**config.mk**
```make
export PLATFORM = sky130hd
export DESIGN_NAME = acsr_bank
export DESIGN_NICKNAME = d
export VERILOG_FILES = /design/src/hw/acsr_bank.v
export VERILOG_INCLUDE_DIRS = /design/src /design/src/hw
export SDC_FILE = /design/constraint.sdc
export NUM_CORES = 1
export LEC_CHECK = 0
export BUFFER_PORTS_ARGS = -buffer_cell sky130_fd_sc_hd__buf_2
export CAP_MARGIN = 0
export CORE_MARGIN = 2
export CORE_UTILIZATION = 55
export CTS_CLUSTER_SIZE = 30
export DETAILED_ROUTE_END_ITERATION = 7
export PLACE_DENSITY = 0.75
export RECOVER_POWER = 25
export REMOVE_ABC_BUFFERS = 1
export SLEW_MARGIN = 20
export SYNTH_ARGS = -nofsm -noshare
export SYNTH_HDL_FRONTEND = slang
export SYNTH_SLANG_ARGS = --single-unit
```
**constraint.sdc**
```tcl
create_clock -name sys_clk -period 5.45 [get_ports sys_clk]
set_clock_uncertainty 0.1 [all_clocks]
set_input_delay 1.09 -clock sys_clk [delete_from_list [all_inputs] [get_ports sys_clk]]
set_output_delay 1.09 -clock sys_clk [all_outputs]
set_load 0.01 [all_outputs]
```
**src/hw/acsr_regs.vh**
```
// Purpose: Offsets, field positions and reset values of the serial register bank
// Assumes: 15-bit register addresses, 8-bit registers
// Notes:   Included by the bank module only
`ifndef ACSR_REGS_VH
`define ACSR_REGS_VH

// Register offsets
`define ACSR_ADDR_IFACE_B      15'h0001
`define ACSR_ADDR_MAKER_HIGH   15'h000d
`define ACSR_ADDR_STREAM_WRAP  15'h000e
`define ACSR_ADDR_IFACE_C      15'h0010
`define ACSR_ADDR_FAULT_FLAGS  15'h0011
`define ACSR_ADDR_LEAVE_SETUP  15'h0014
`define ACSR_ADDR_AVERAGER     15'h0015
`define ACSR_ADDR_BIAS_LOW     15'h0016
`define ACSR_ADDR_BIAS_MID     15'h0017
`define ACSR_ADDR_BIAS_HIGH    15'h0018

// Field positions
`define ACSR_SINGLE_CMD_BIT    7
`define ACSR_SCLK_FAULT_BIT    4
`define ACSR_LEAVE_SETUP_BIT   0
`define ACSR_AVG_RESTART_BIT   7
`define ACSR_AVG_LEN_MSB       4

// Reset values
`define ACSR_RST_BYTE          8'h00
`define ACSR_RST_BIAS          24'h000000

// Frame geometry: instruction bits and least legal frame length
`define ACSR_INSTR_BITS        16'h0010
`define ACSR_MIN_FRAME_BITS    16'h0018

`endif

```
**src/hw/acsr_bank.v**
```verilog
// Purpose: Serial register bank for stream control, fault flags, setup exit,
//          averager control and the channel 0 correction bias
// Assumes: Serial mode 0, instruction = R/W bit plus 15-bit address, MSB first;
//          link pins are sampled by sys_clk, which must run well above sclk
// Notes:   Streaming steps the address down; 0x0e loops it back for one frame
//          Exit from setup mode is one-way until the next reset
//          Length codes above 0x10 are stored as written
//          Host writes land only while a frame is open; frame end can clear the wrap length or set the count fault
`timescale 1ns/1ps
`include "acsr_regs.vh"

module acsr_bank #(
  parameter [7:0] MAKER_CODE_HIGH = 8'h5a   // Arbitrary neutral value
) (
  input  wire        sys_clk,               // 250 MHz system clock
  input  wire        rst,                   // Async reset, active high
  input  wire        sclk,                  // Serial clock from host
  input  wire        cs_n,                  // Chip select, active low
  input  wire        sdi,                   // Serial data in
  output reg         sdo,                   // Serial data out
  output reg         sdo_oe,                // High while sdo is driven
  output reg         config_mode,           // High while in register setup mode
  output reg         averager_restart,      // One-cycle filter reset pulse
  output reg  [4:0]  averager_log2_length,  // Averager block length code
  output reg  [23:0] ch0_correction_bias    // Signed channel 0 bias
);

  // Link pins as one vector: bit 0 clock, bit 1 chip select, bit 2 data
  // All three take the same two-clock path, so their skew stays as launched
  wire [2:0] pin_raw = {sdi, cs_n, sclk};
  wire [2:0] pin_sync;
  reg        sclk_last_q;
  reg        cs_last_q;

  // Two-stage synchronisers; only the second stage feeds logic
  // Chip select resets high so no false frame start follows reset
  genvar si;
  generate
    for (si = 0; si < 3; si = si + 1) begin : g_pin_sync
      reg [1:0] stage_q;
      always @(posedge sys_clk or posedge rst) begin
        if (rst) begin
          stage_q <= (si == 1) ? 2'h3 : 2'h0;
        end else begin
          stage_q <= {stage_q[0], pin_raw[si]};
        end
      end
      assign pin_sync[si] = stage_q[1];
    end
  endgenerate

  // Previous synchronised levels, for edge detection
  always @(posedge sys_clk or posedge rst) begin
    if (rst) begin
      sclk_last_q <= 1'b0;
      cs_last_q   <= 1'b1;
    end else begin
      sclk_last_q <= pin_sync[0];
      cs_last_q   <= pin_sync[1];
    end
  end

  // Edge events on the sampled link
  wire sclk_rise  = pin_sync[0] & ~sclk_last_q & ~pin_sync[1];
  wire sclk_fall  = ~pin_sync[0] & sclk_last_q & ~pin_sync[1];
  wire frame_beg  = ~pin_sync[1] & cs_last_q;
  wire frame_end  = pin_sync[1] & ~cs_last_q;
  wire sdi_bit    = pin_sync[2];

  // Register storage
  reg        single_cmd_q;
  reg [7:0]  stream_wrap_q;
  reg        stream_written_q;
  reg [7:0]  loop_len_q;
  reg        sclk_fault_q;
  reg        leave_setup_q;
  reg [4:0]  avg_len_q;
  // Bias bytes come from the generate loop further down
  wire [23:0] bias_q;

  // Frame state
  reg [15:0] bit_cnt_q;
  reg [15:0] shift_q;
  reg        rd_q;
  reg [14:0] addr_q;
  reg [14:0] start_addr_q;
  reg [7:0]  byte_num_q;
  reg        data_done_q;
  reg [7:0]  tx_q;

  // Read decode, used for the first byte and every streamed byte
  // Unmapped and reserved addresses read zero
  function [7:0] read_reg;
    input [14:0] a;
    begin
      case (a)
        `ACSR_ADDR_IFACE_B:     read_reg = {single_cmd_q, 7'h00};
        `ACSR_ADDR_MAKER_HIGH:  read_reg = MAKER_CODE_HIGH;
        `ACSR_ADDR_STREAM_WRAP: read_reg = stream_wrap_q;
        `ACSR_ADDR_FAULT_FLAGS: read_reg = {3'h0, sclk_fault_q, 4'h0};
        `ACSR_ADDR_LEAVE_SETUP: read_reg = {7'h00, leave_setup_q};
        `ACSR_ADDR_AVERAGER:    read_reg = {3'h0, avg_len_q};
        `ACSR_ADDR_BIAS_LOW:    read_reg = bias_q[7:0];
        `ACSR_ADDR_BIAS_MID:    read_reg = bias_q[15:8];
        `ACSR_ADDR_BIAS_HIGH:   read_reg = bias_q[23:16];
        default:                read_reg = 8'h00;
      endcase
    end
  endfunction

  // Frame timing, in system clocks:
  //   pins reach logic two clocks late, so edges are seen late but in order
  //   the instruction ends on the sixteenth rising clock
  //   each data byte ends on every eighth rise after that
  //   read bits leave on falling clocks, half a period before the host samples
  //   chip select rising closes the frame and judges the clock count
  // Byte boundaries within the frame
  wire        instr_done = sclk_rise & (bit_cnt_q == (`ACSR_INSTR_BITS - 16'h0001));
  wire        byte_done  = sclk_rise & (bit_cnt_q >= (`ACSR_MIN_FRAME_BITS - 16'h0001))
                           & (bit_cnt_q[2:0] == 3'h7);
  wire [7:0]  rx_byte    = {shift_q[6:0], sdi_bit};
  wire        wr_now     = byte_done & ~rd_q & ~data_done_q;
  wire        bad_count  = (bit_cnt_q != 16'h0000) &
                           ((bit_cnt_q < `ACSR_MIN_FRAME_BITS) | (bit_cnt_q[2:0] != 3'h0));
  // Shift a read bit out on a falling clock once the instruction is in
  wire        shift_out  = sclk_fall & rd_q & (bit_cnt_q >= `ACSR_INSTR_BITS) & ~data_done_q;

  // Streaming steps down by one; zero wrap length lets it roll through 0x0000
  // Loop back uses the count latched at frame start, never a mid-frame write
  // Address after a data byte: loop back, hold, or step down
  reg [14:0] next_addr;
  reg [7:0]  next_num;
  always @* begin
    next_num  = byte_num_q + 8'h01;
    next_addr = addr_q - 15'h0001;
    if (single_cmd_q) begin
      next_addr = addr_q;
    end else if ((loop_len_q != 8'h00) && (next_num == loop_len_q)) begin
      next_addr = start_addr_q;
      next_num  = 8'h00;
    end
  end

  // Loop length is latched at frame start, so a fresh write acts one frame later
  always @(posedge sys_clk or posedge rst) begin
    if (rst) begin
      loop_len_q <= 8'h00;
    end else if (frame_beg) begin
      loop_len_q <= stream_wrap_q;
    end
  end

  // Bit counter and input shifter; the count is judged when chip select rises
  always @(posedge sys_clk or posedge rst) begin
    if (rst) begin
      bit_cnt_q <= 16'h0000;
      shift_q   <= 16'h0000;
    end else if (frame_beg) begin
      // Frame start clears the count even if a stray clock preceded it
      bit_cnt_q <= 16'h0000;
    end else if (sclk_rise) begin
      shift_q <= {shift_q[14:0], sdi_bit};
      // Saturate so a runaway frame still reads as faulty
      if (bit_cnt_q != 16'hffff)
        bit_cnt_q <= bit_cnt_q + 16'h0001;
    end
  end

  // Address, byte position and the byte queued for the read pin
  // Addresses step only on data byte boundaries, never mid-byte
  always @(posedge sys_clk or posedge rst) begin
    if (rst) begin
      rd_q         <= 1'b0;
      addr_q       <= 15'h0000;
      start_addr_q <= 15'h0000;
      byte_num_q   <= 8'h00;
      data_done_q  <= 1'b0;
      tx_q         <= 8'h00;
    end else begin
      if (frame_beg) begin
        byte_num_q  <= 8'h00;
        data_done_q <= 1'b0;
      end
      // Reads are loaded a byte ahead so the first bit is ready on the next fall
      if (instr_done) begin
        rd_q         <= shift_q[14];
        addr_q       <= {shift_q[13:0], sdi_bit};
        start_addr_q <= {shift_q[13:0], sdi_bit};
        tx_q         <= read_reg({shift_q[13:0], sdi_bit});
      end else if (byte_done) begin
        // Single mode takes one data byte and ignores the rest
        data_done_q <= single_cmd_q;
        addr_q      <= next_addr;
        byte_num_q  <= next_num;
        tx_q        <= read_reg(next_addr);
      end else if (shift_out) begin
        tx_q <= {tx_q[6:0], 1'b0};
      end
      if (frame_end)
        rd_q <= 1'b0;
    end
  end

  // Read pin: one bit per falling clock, enable dropped once chip select is high
  // Unread bytes simply stop shifting; the pin keeps its last bit until frame end
  always @(posedge sys_clk or posedge rst) begin
    if (rst) begin
      sdo    <= 1'b0;
      sdo_oe <= 1'b0;
    end else begin
      if (shift_out) begin
        sdo    <= tx_q[7];
        sdo_oe <= 1'b1;
      end
      if (frame_end)
        sdo_oe <= 1'b0;
    end
  end

  // Write strobe for one register, shared by the register processes below
  function wr_hit;
    input [14:0] a;
    begin
      wr_hit = wr_now & (addr_q == a);
    end
  endfunction

  // Single-command select; the other bits of this byte are not kept
  // Reset value selects streaming
  always @(posedge sys_clk or posedge rst) begin
    if (rst) begin
      single_cmd_q <= 1'b0;
    end else if (wr_hit(`ACSR_ADDR_IFACE_B)) begin
      single_cmd_q <= rx_byte[`ACSR_SINGLE_CMD_BIT];
    end
  end

  // Wrap length; a frame that writes it keeps it for the next frame only
  // A write needs chip select low, so it never meets frame end in one cycle
  always @(posedge sys_clk or posedge rst) begin
    if (rst) begin
      stream_wrap_q    <= `ACSR_RST_BYTE;
      stream_written_q <= 1'b0;
    end else begin
      if (wr_hit(`ACSR_ADDR_STREAM_WRAP)) begin
        stream_wrap_q    <= rx_byte;
        stream_written_q <= 1'b1;
      end
      if (frame_end) begin
        if (!stream_written_q)
          stream_wrap_q <= 8'h00;
        stream_written_q <= 1'b0;
      end
    end
  end

  // Count fault: a set at frame end beats a clear by the host in the same cycle
  // Zero-clock frames are not counted as faults
  always @(posedge sys_clk or posedge rst) begin
    if (rst) begin
      sclk_fault_q <= 1'b0;
    end else if (frame_end & bad_count) begin
      sclk_fault_q <= 1'b1;
    end else if (wr_hit(`ACSR_ADDR_FAULT_FLAGS) & rx_byte[`ACSR_SCLK_FAULT_BIT]) begin
      sclk_fault_q <= 1'b0;
    end
  end

  // Exit bit holds until chip select rises, then setup mode ends
  // Setup mode has no way back short of a reset
  always @(posedge sys_clk or posedge rst) begin
    if (rst) begin
      leave_setup_q <= 1'b0;
      config_mode   <= 1'b1;
    end else if (frame_end & leave_setup_q) begin
      leave_setup_q <= 1'b0;
      config_mode   <= 1'b0;
    end else if (wr_hit(`ACSR_ADDR_LEAVE_SETUP) & rx_byte[`ACSR_LEAVE_SETUP_BIT]) begin
      leave_setup_q <= 1'b1;
    end
  end

  // Averager: the restart bit is never stored, it only makes a one-cycle pulse
  always @(posedge sys_clk or posedge rst) begin
    if (rst) begin
      avg_len_q            <= 5'h00;
      averager_restart     <= 1'b0;
      averager_log2_length <= 5'h00;
    end else begin
      averager_restart <= 1'b0;
      if (wr_hit(`ACSR_ADDR_AVERAGER)) begin
        // Codes 0x11 to 0x1f are kept as written; the host must avoid them
        avg_len_q        <= rx_byte[`ACSR_AVG_LEN_MSB:0];
        averager_restart <= rx_byte[`ACSR_AVG_RESTART_BIT];
      end
      // Pin copy lags the stored field by one clock
      averager_log2_length <= avg_len_q;
    end
  end

  // Three bias bytes at consecutive offsets, one process each
  genvar bi;
  generate
    for (bi = 0; bi < 3; bi = bi + 1) begin : g_bias_byte
      localparam [14:0] byte_addr = (bi == 0) ? `ACSR_ADDR_BIAS_LOW :
                                    (bi == 1) ? `ACSR_ADDR_BIAS_MID :
                                                `ACSR_ADDR_BIAS_HIGH;
      reg [7:0] byte_q;
      always @(posedge sys_clk or posedge rst) begin
        if (rst) begin
          byte_q <= `ACSR_RST_BYTE;
        end else if (wr_hit(byte_addr)) begin
          byte_q <= rx_byte;
        end
      end
      assign bias_q[8*bi +: 8] = byte_q;
    end
  endgenerate

  // Output copy of the bias, so the pin comes straight from a flop
  always @(posedge sys_clk or posedge rst) begin
    if (rst) begin
      ch0_correction_bias <= `ACSR_RST_BIAS;
    end else begin
      ch0_correction_bias <= bias_q;
    end
  end

endmodule // acsr_bank

```
Word-level counts from Yosys, hierarchy flattened
Index checks and enable logic that the tools add are counted.
- $lt $le $gt $ge: 3
- bitwise logic cells: 35
- eq/ne operators: 30
- add/sub/neg operators: 3
- multiplexer cells: 34
- reductions and logical operators: 15
- operators with widths (cell ; count):
    $eq 15x5->1 const B ; 18
    $pmux 8 s9 ; 2
    $mux 8 ; 11
    $eq 15x4->1 const B ; 5
    $mux 15 ; 4
    $mux 16 ; 3
    $eq 15x1->1 const B ; 3
    $ge 16x5->1 const B ; 2
    $and 1x1->1 ; 27
    $add 16x1->16 const B ; 1
    $eq 16x4->1 const B ; 1
    $lt 16x5->1 const B ; 1
    $ne 16x16->1 const B ; 1
    $reduce_bool 16->1 ; 1
    $reduce_bool 2->1 ; 8
    $sub 15x1->15 const B ; 1
    $mux 1 ; 14
    $add 8x1->8 const B ; 1
    $eq 8x8->1 ; 1
    $reduce_bool 8->1 ; 1
    $not 1->1 ; 7
    $reduce_bool 3->1 ; 2
    $reduce_and 2->1 ; 2
    $eq 3x3->1 const B ; 1
    2 further kinds ; 2
- word-level logic and storage cells: 149
- register bits: 169
- input port bits: 5

Logic depth before layout (Yosys ltp)
- depth in word-level cells: 11
- depth in mapped cells: 14
- gate-level depth less buffers: 13

Worst setup path before layout
No wires, ideal clock.
- path type: reg2reg
- start: reg byte_num_q[0]
- end: reg tx_q[1]
- cell stages (with the launch flop): 15
- data required time: 5.272 ns
- data arrival time: 3.441 ns
- library setup time: 0.078 ns
- setup slack: 1.831 ns
- cells stage by stage: dfrtp_1 -> ha_1 -> xor2_1 -> a211oi_1 -> nand4b_1 -> or4_4 -> buf_6 -> mux2i_4 -> o21ai_2 -> and2_1 -> buf_2 -> a211oi_1 -> a2111oi_4 -> o22ai_1 -> a21oi_1
- word-level cells in the longest chain between the ends: 9
- elaborated cells between the ends (all ways): 17
- ends and longest elaborated chain (what ; line ; source):
    start, declared ; acsr_bank.v:87 ; reg [7:0] byte_num_q;
    start signal, assigned ; acsr_bank.v:194 ; byte_num_q <= next_num;
    $add 8x1->8 * ; acsr_bank.v:134 ; next_num = byte_num_q + 8'h01;
    $eq 8x8->1 * ; acsr_bank.v:138 ; end else if ((loop_len_q != 8'h00) && (next_num == loop_len_q)) begin
    $logic_and 1x1->1 * ; acsr_bank.v:138 ;
    $mux 15 * ; acsr_bank.v:138 ;
    $mux 15 * ; acsr_bank.v:136 ; if (single_cmd_q) begin
    $eq 15x5->1 (tied with other cells) ; acsr_bank.v:96 ; case (a)
    $pmux 8 s9 * ; acsr_bank.v:96 ;
    $mux 8 * ; acsr_bank.v:190 ; end else if (byte_done) begin
    $mux 8 * ; acsr_bank.v:185 ; if (instr_done) begin
    end signal, assigned ; acsr_bank.v:189 ; tx_q <= read_reg({shift_q[13:0], sdi_bit});
    end signal, assigned ; acsr_bank.v:195 ; tx_q <= read_reg(next_addr);
    end signal, assigned ; acsr_bank.v:197 ; tx_q <= {tx_q[6:0], 1'b0};
    end, declared ; acsr_bank.v:89 ; reg [7:0] tx_q;
Mark *: on every way between the ends. The rest lies on a longest branch, timed or not.
A chain may end at the register's enable or synchronous reset.

Final worst setup path
- start: reg byte_num_q[0]
- end: reg tx_q[3]
The elaborated chain is that of the path after synthesis.

==> metrics.cfg <==
[logic_synthesis]
ys_seq_area_share_pct=50.5
synth.top_cell.area_share_pct=49.2
postSynth.asyncResetShare_pct=100
yosys-top-cells-area=dfrtp_1, mux2_2, nand2_1
syn_avg_cell_area_um2=10.2
syn_inst=822
yosys_register_bits=169
synth_top_area_cell=dfrtp_1
netlist_area_um2=8390
synth_ff_type=dfrtp_1
yosys_warnings=0
synth.distinct_cells=79
synth-edff-count=0

[setup_path]
reg2reg_slack_ps=730
cp.arrival_ps=4960
crit_path_end_kind=register
slowest_delay_ps=800
crit_buf_inv=0
cp_common_cell=a211oi_1
critPathKind=register to register
start_kind=register
path_max_fanout=19
critical_path.top_delay_family=compound AO/OA/AOI/OAI gates
cp_cell_sequence=ha_1 > xor2_1 > a211oi_1 > nand4b_1 > or4_4 > a311oi_4 > and2_1 > a211oi_1 > a2111oi_4 > o22ai_1 > a21oi_1
required_ps=5700
cp_slowest_cell=a311oi_4

[global_routing]
grt-ovfl-total=0
grt_pass1_wl_mm=35.9
grt_max_degree=97
grt_util_all_layers_pct=28.5
first_global_vias=6646
antenna_found_initial=0

[clock_network]
clk_pin_slew_ps=70
post_cts_buffers=0
cts_max_path_buffers=2
cts_tree=built
clkSinkCount=169
postCtsResizedCells=0
ctsHoldBuffers=0
clkLatencyLatePin_ps=430
root_buffer=clkbuf_16
numCtsBuffers=17
htreeDepth=4

[finish]
area_growth_pct=10.4
n_fill_cell=1258
final_nets=859
finalNonFillerCells=1045
n_antenna_cell=0
drive_gt1_share_pct=18.3

[placement]
place.gp.congestion=0.948
dp_hpwl_mm=15.5
dp.cells=1014
port_buffers=37

[sta]
period_minus_slack_ps=4720
slew-limit-headroom_pct=-140
fin_crit_sh_pct=86.5
max_freq_mhz=212
hold_viol=0
report.final.slew_viol_count=97
setup_violations=0
rsz0062_at_grt=false
tightest_slew_ps=3600
whs_ps=251

[power]
pwr_density_cell_nw_per_um2=283
p_leak_uw=0.00448
ir_drop_mv=0.232

[routing]
final_antenna_net_count=0
dr.pass1.iters=5
drt_iter0_drc=802
wl_per_cell_um=21.1
viasPerCell=6.42
vias=6711
wl_mm=22.1
drc_errors=0

[job]
max_cap_viol_count=1

[die]
die_h_um=128
fp.dieW_um=128
core_area_um2=15000
num_rows=45
start_util_pct=55.8
io_pins=38
die_area_um2=16300

[status]
outcome=finished, violations left
violations=max-capacitance violations, max-slew violations

[min_path]
worstHoldPathType=register to register

[kinds of logic (layout without fill, tap and decap cells)]
group                      count (synthesis)  after routing  synth area share [%]
adders and majority gates                  9              9                  1.34
muxes                                     71             71                  9.62
AOI/OAI and AO/OA                        184            184                  15.0
and+or+nand+nor                          308            308                  18.3
DFF                                      169            169                  50.5
buffers and inverters                     59             94                  2.98
xor gates and xnor gates                  22             22                  2.30
[layout make-up]
| cell class | instances | area (µm²) | area share [%] |
|---|---|---|---|
| multi-input cells | 594 | 3910 | 42.2 |
| well taps | 188 | 235 | 2.54 |
| clock inverters | 12 | 118 | 1.27 |
| flip-flops and latches | 169 | 4230 | 45.7 |
| inverters | 15 | 56.3 | 0.608 |
| repair buffers | 48 | 268 | 2.89 |
| clock buffers | 19 | 443 | 4.78 |
[Yosys cell counts (4+ instances only)]
cell	number
or3_1	6
nand3b_1	4
and3_1	10
mux2i_1	15
o21ai_0	59
a31oi_1	5
nor2b_1	13
a21o_1	5
nand2_1	106
o22ai_1	5
inv_1	15
a21oi_1	29
nor3_2	4
a22o_1	4
and4_1	6
clkbuf_1	32
xor2_1	11
or4_1	7
dfstp_2	4
dfrtp_1	165
nor4_1	8
a22oi_1	11
nand4_1	9
xnor2_1	11
nand3_1	25
nor2_1	68
o21bai_1	5
ha_1	9
o31ai_1	4
nor3_1	22
mux2_2	53
a211oi_1	6
a221oi_1	10
buf_2	5
buf_4	4
[placed cells by master (no fill, tap or decap), drive strengths merged, types with 5 or more instances in the layout]
master	count
nor2	70
o22ai	5
nand2	107
a31oi	5
dfrtp	165
buf	48
clkbuf	19
a221oi	11
or3	6
o21ai	63
xnor2	11
o21bai	5
nor3	26
nor2b	13
and4	6
a22oi	11
ha	9
nand3	26
mux2	54
xor2	11
a21o	5
nor4	9
inv	19
a211oi	7
mux2i	16
or4	8
and3	10
a21oi	29
nand4	9
[per-layer routing]
metal  GRT usage [%]  vias to the layer above  share of wire (%)
met5               0                        -                  0
met4            12.2                        0                3.8
met3            6.49                       66                6.4
met2            43.6                      276                 46
met1            39.2                     3334                 44
li1                -                     3035                  -
[flip-flops by register name (all words and copies together), names as in the netlist, 5 cells and up]
signal,cells
stream_wrap_q,8
byte_num_q,8
addr_q,15
shift_q,15
g_bias_byte.byte_q,24
averager_log2_length,5
bit_cnt_q,16
loop_len_q,8
tx_q,8
ch0_correction_bias,24
g_pin_sync.stage_q,6
avg_len_q,5
start_addr_q,15
[final timing paths]
path / startpoint / endpoint / cells after the start
hold / removal: g_pin_sync[2].stage_q[0]$_DFF_PP0_ / g_pin_sync[2].stage_q[1]$_DFF_PP0_ / 0
setup reg to reg: byte_num_q[0]$_DFF_PP0_ / tx_q[3]$_DFFE_PP0P_ / 11
hold reg to reg: g_pin_sync[2].stage_q[0]$_DFF_PP0_ / g_pin_sync[2].stage_q[1]$_DFF_PP0_ / 0
max in group asynchronous: rst / byte_num_q[6]$_DFF_PP0_ / 2
setup / recovery: byte_num_q[0]$_DFF_PP0_ / tx_q[3]$_DFFE_PP0P_ / 11
min in group asynchronous: rst / ch0_correction_bias[9]$_DFF_PP0_ / 2
[per-stage QoR]
step / power (µW) / TNS [ps] / util, % / cell area (µm²) / worst slack [ps]
floorplan: 1410 / -50900 / - / 8200 / -308
global placement: 1470 / 0 / 57.9 / 8710 / 1040
detailed placement: 1480 / 0 / 57.9 / 8710 / 814
CTS: 2630 / 0 / 61.7 / 9270 / 821
global route: 2700 / 0 / 61.6 / 9270 / 432
finish: 2620 / 0 / 61.6 / 9270 / 735
[worst reg2reg max path, delay by kind of cell (launching register included)]
family | cells | cell delay [ps]
AO/OA/AOI/OAI | 6 | 2240
XOR/XNOR | 1 | 180
adder cells (fa/ha/maj) | 1 | 370
flip-flops | 1 | 460
AND/OR/NAND/NOR | 3 | 1300
[power by group]
group / total, µW / switching (µW) / internal, µW
combinational: 119 / 80.5 / 38.6
sequential: 1340 / 67.6 / 1270
clock: 1160 / 516 / 645
No activity file was read; power rests on OpenSTA's default activity.
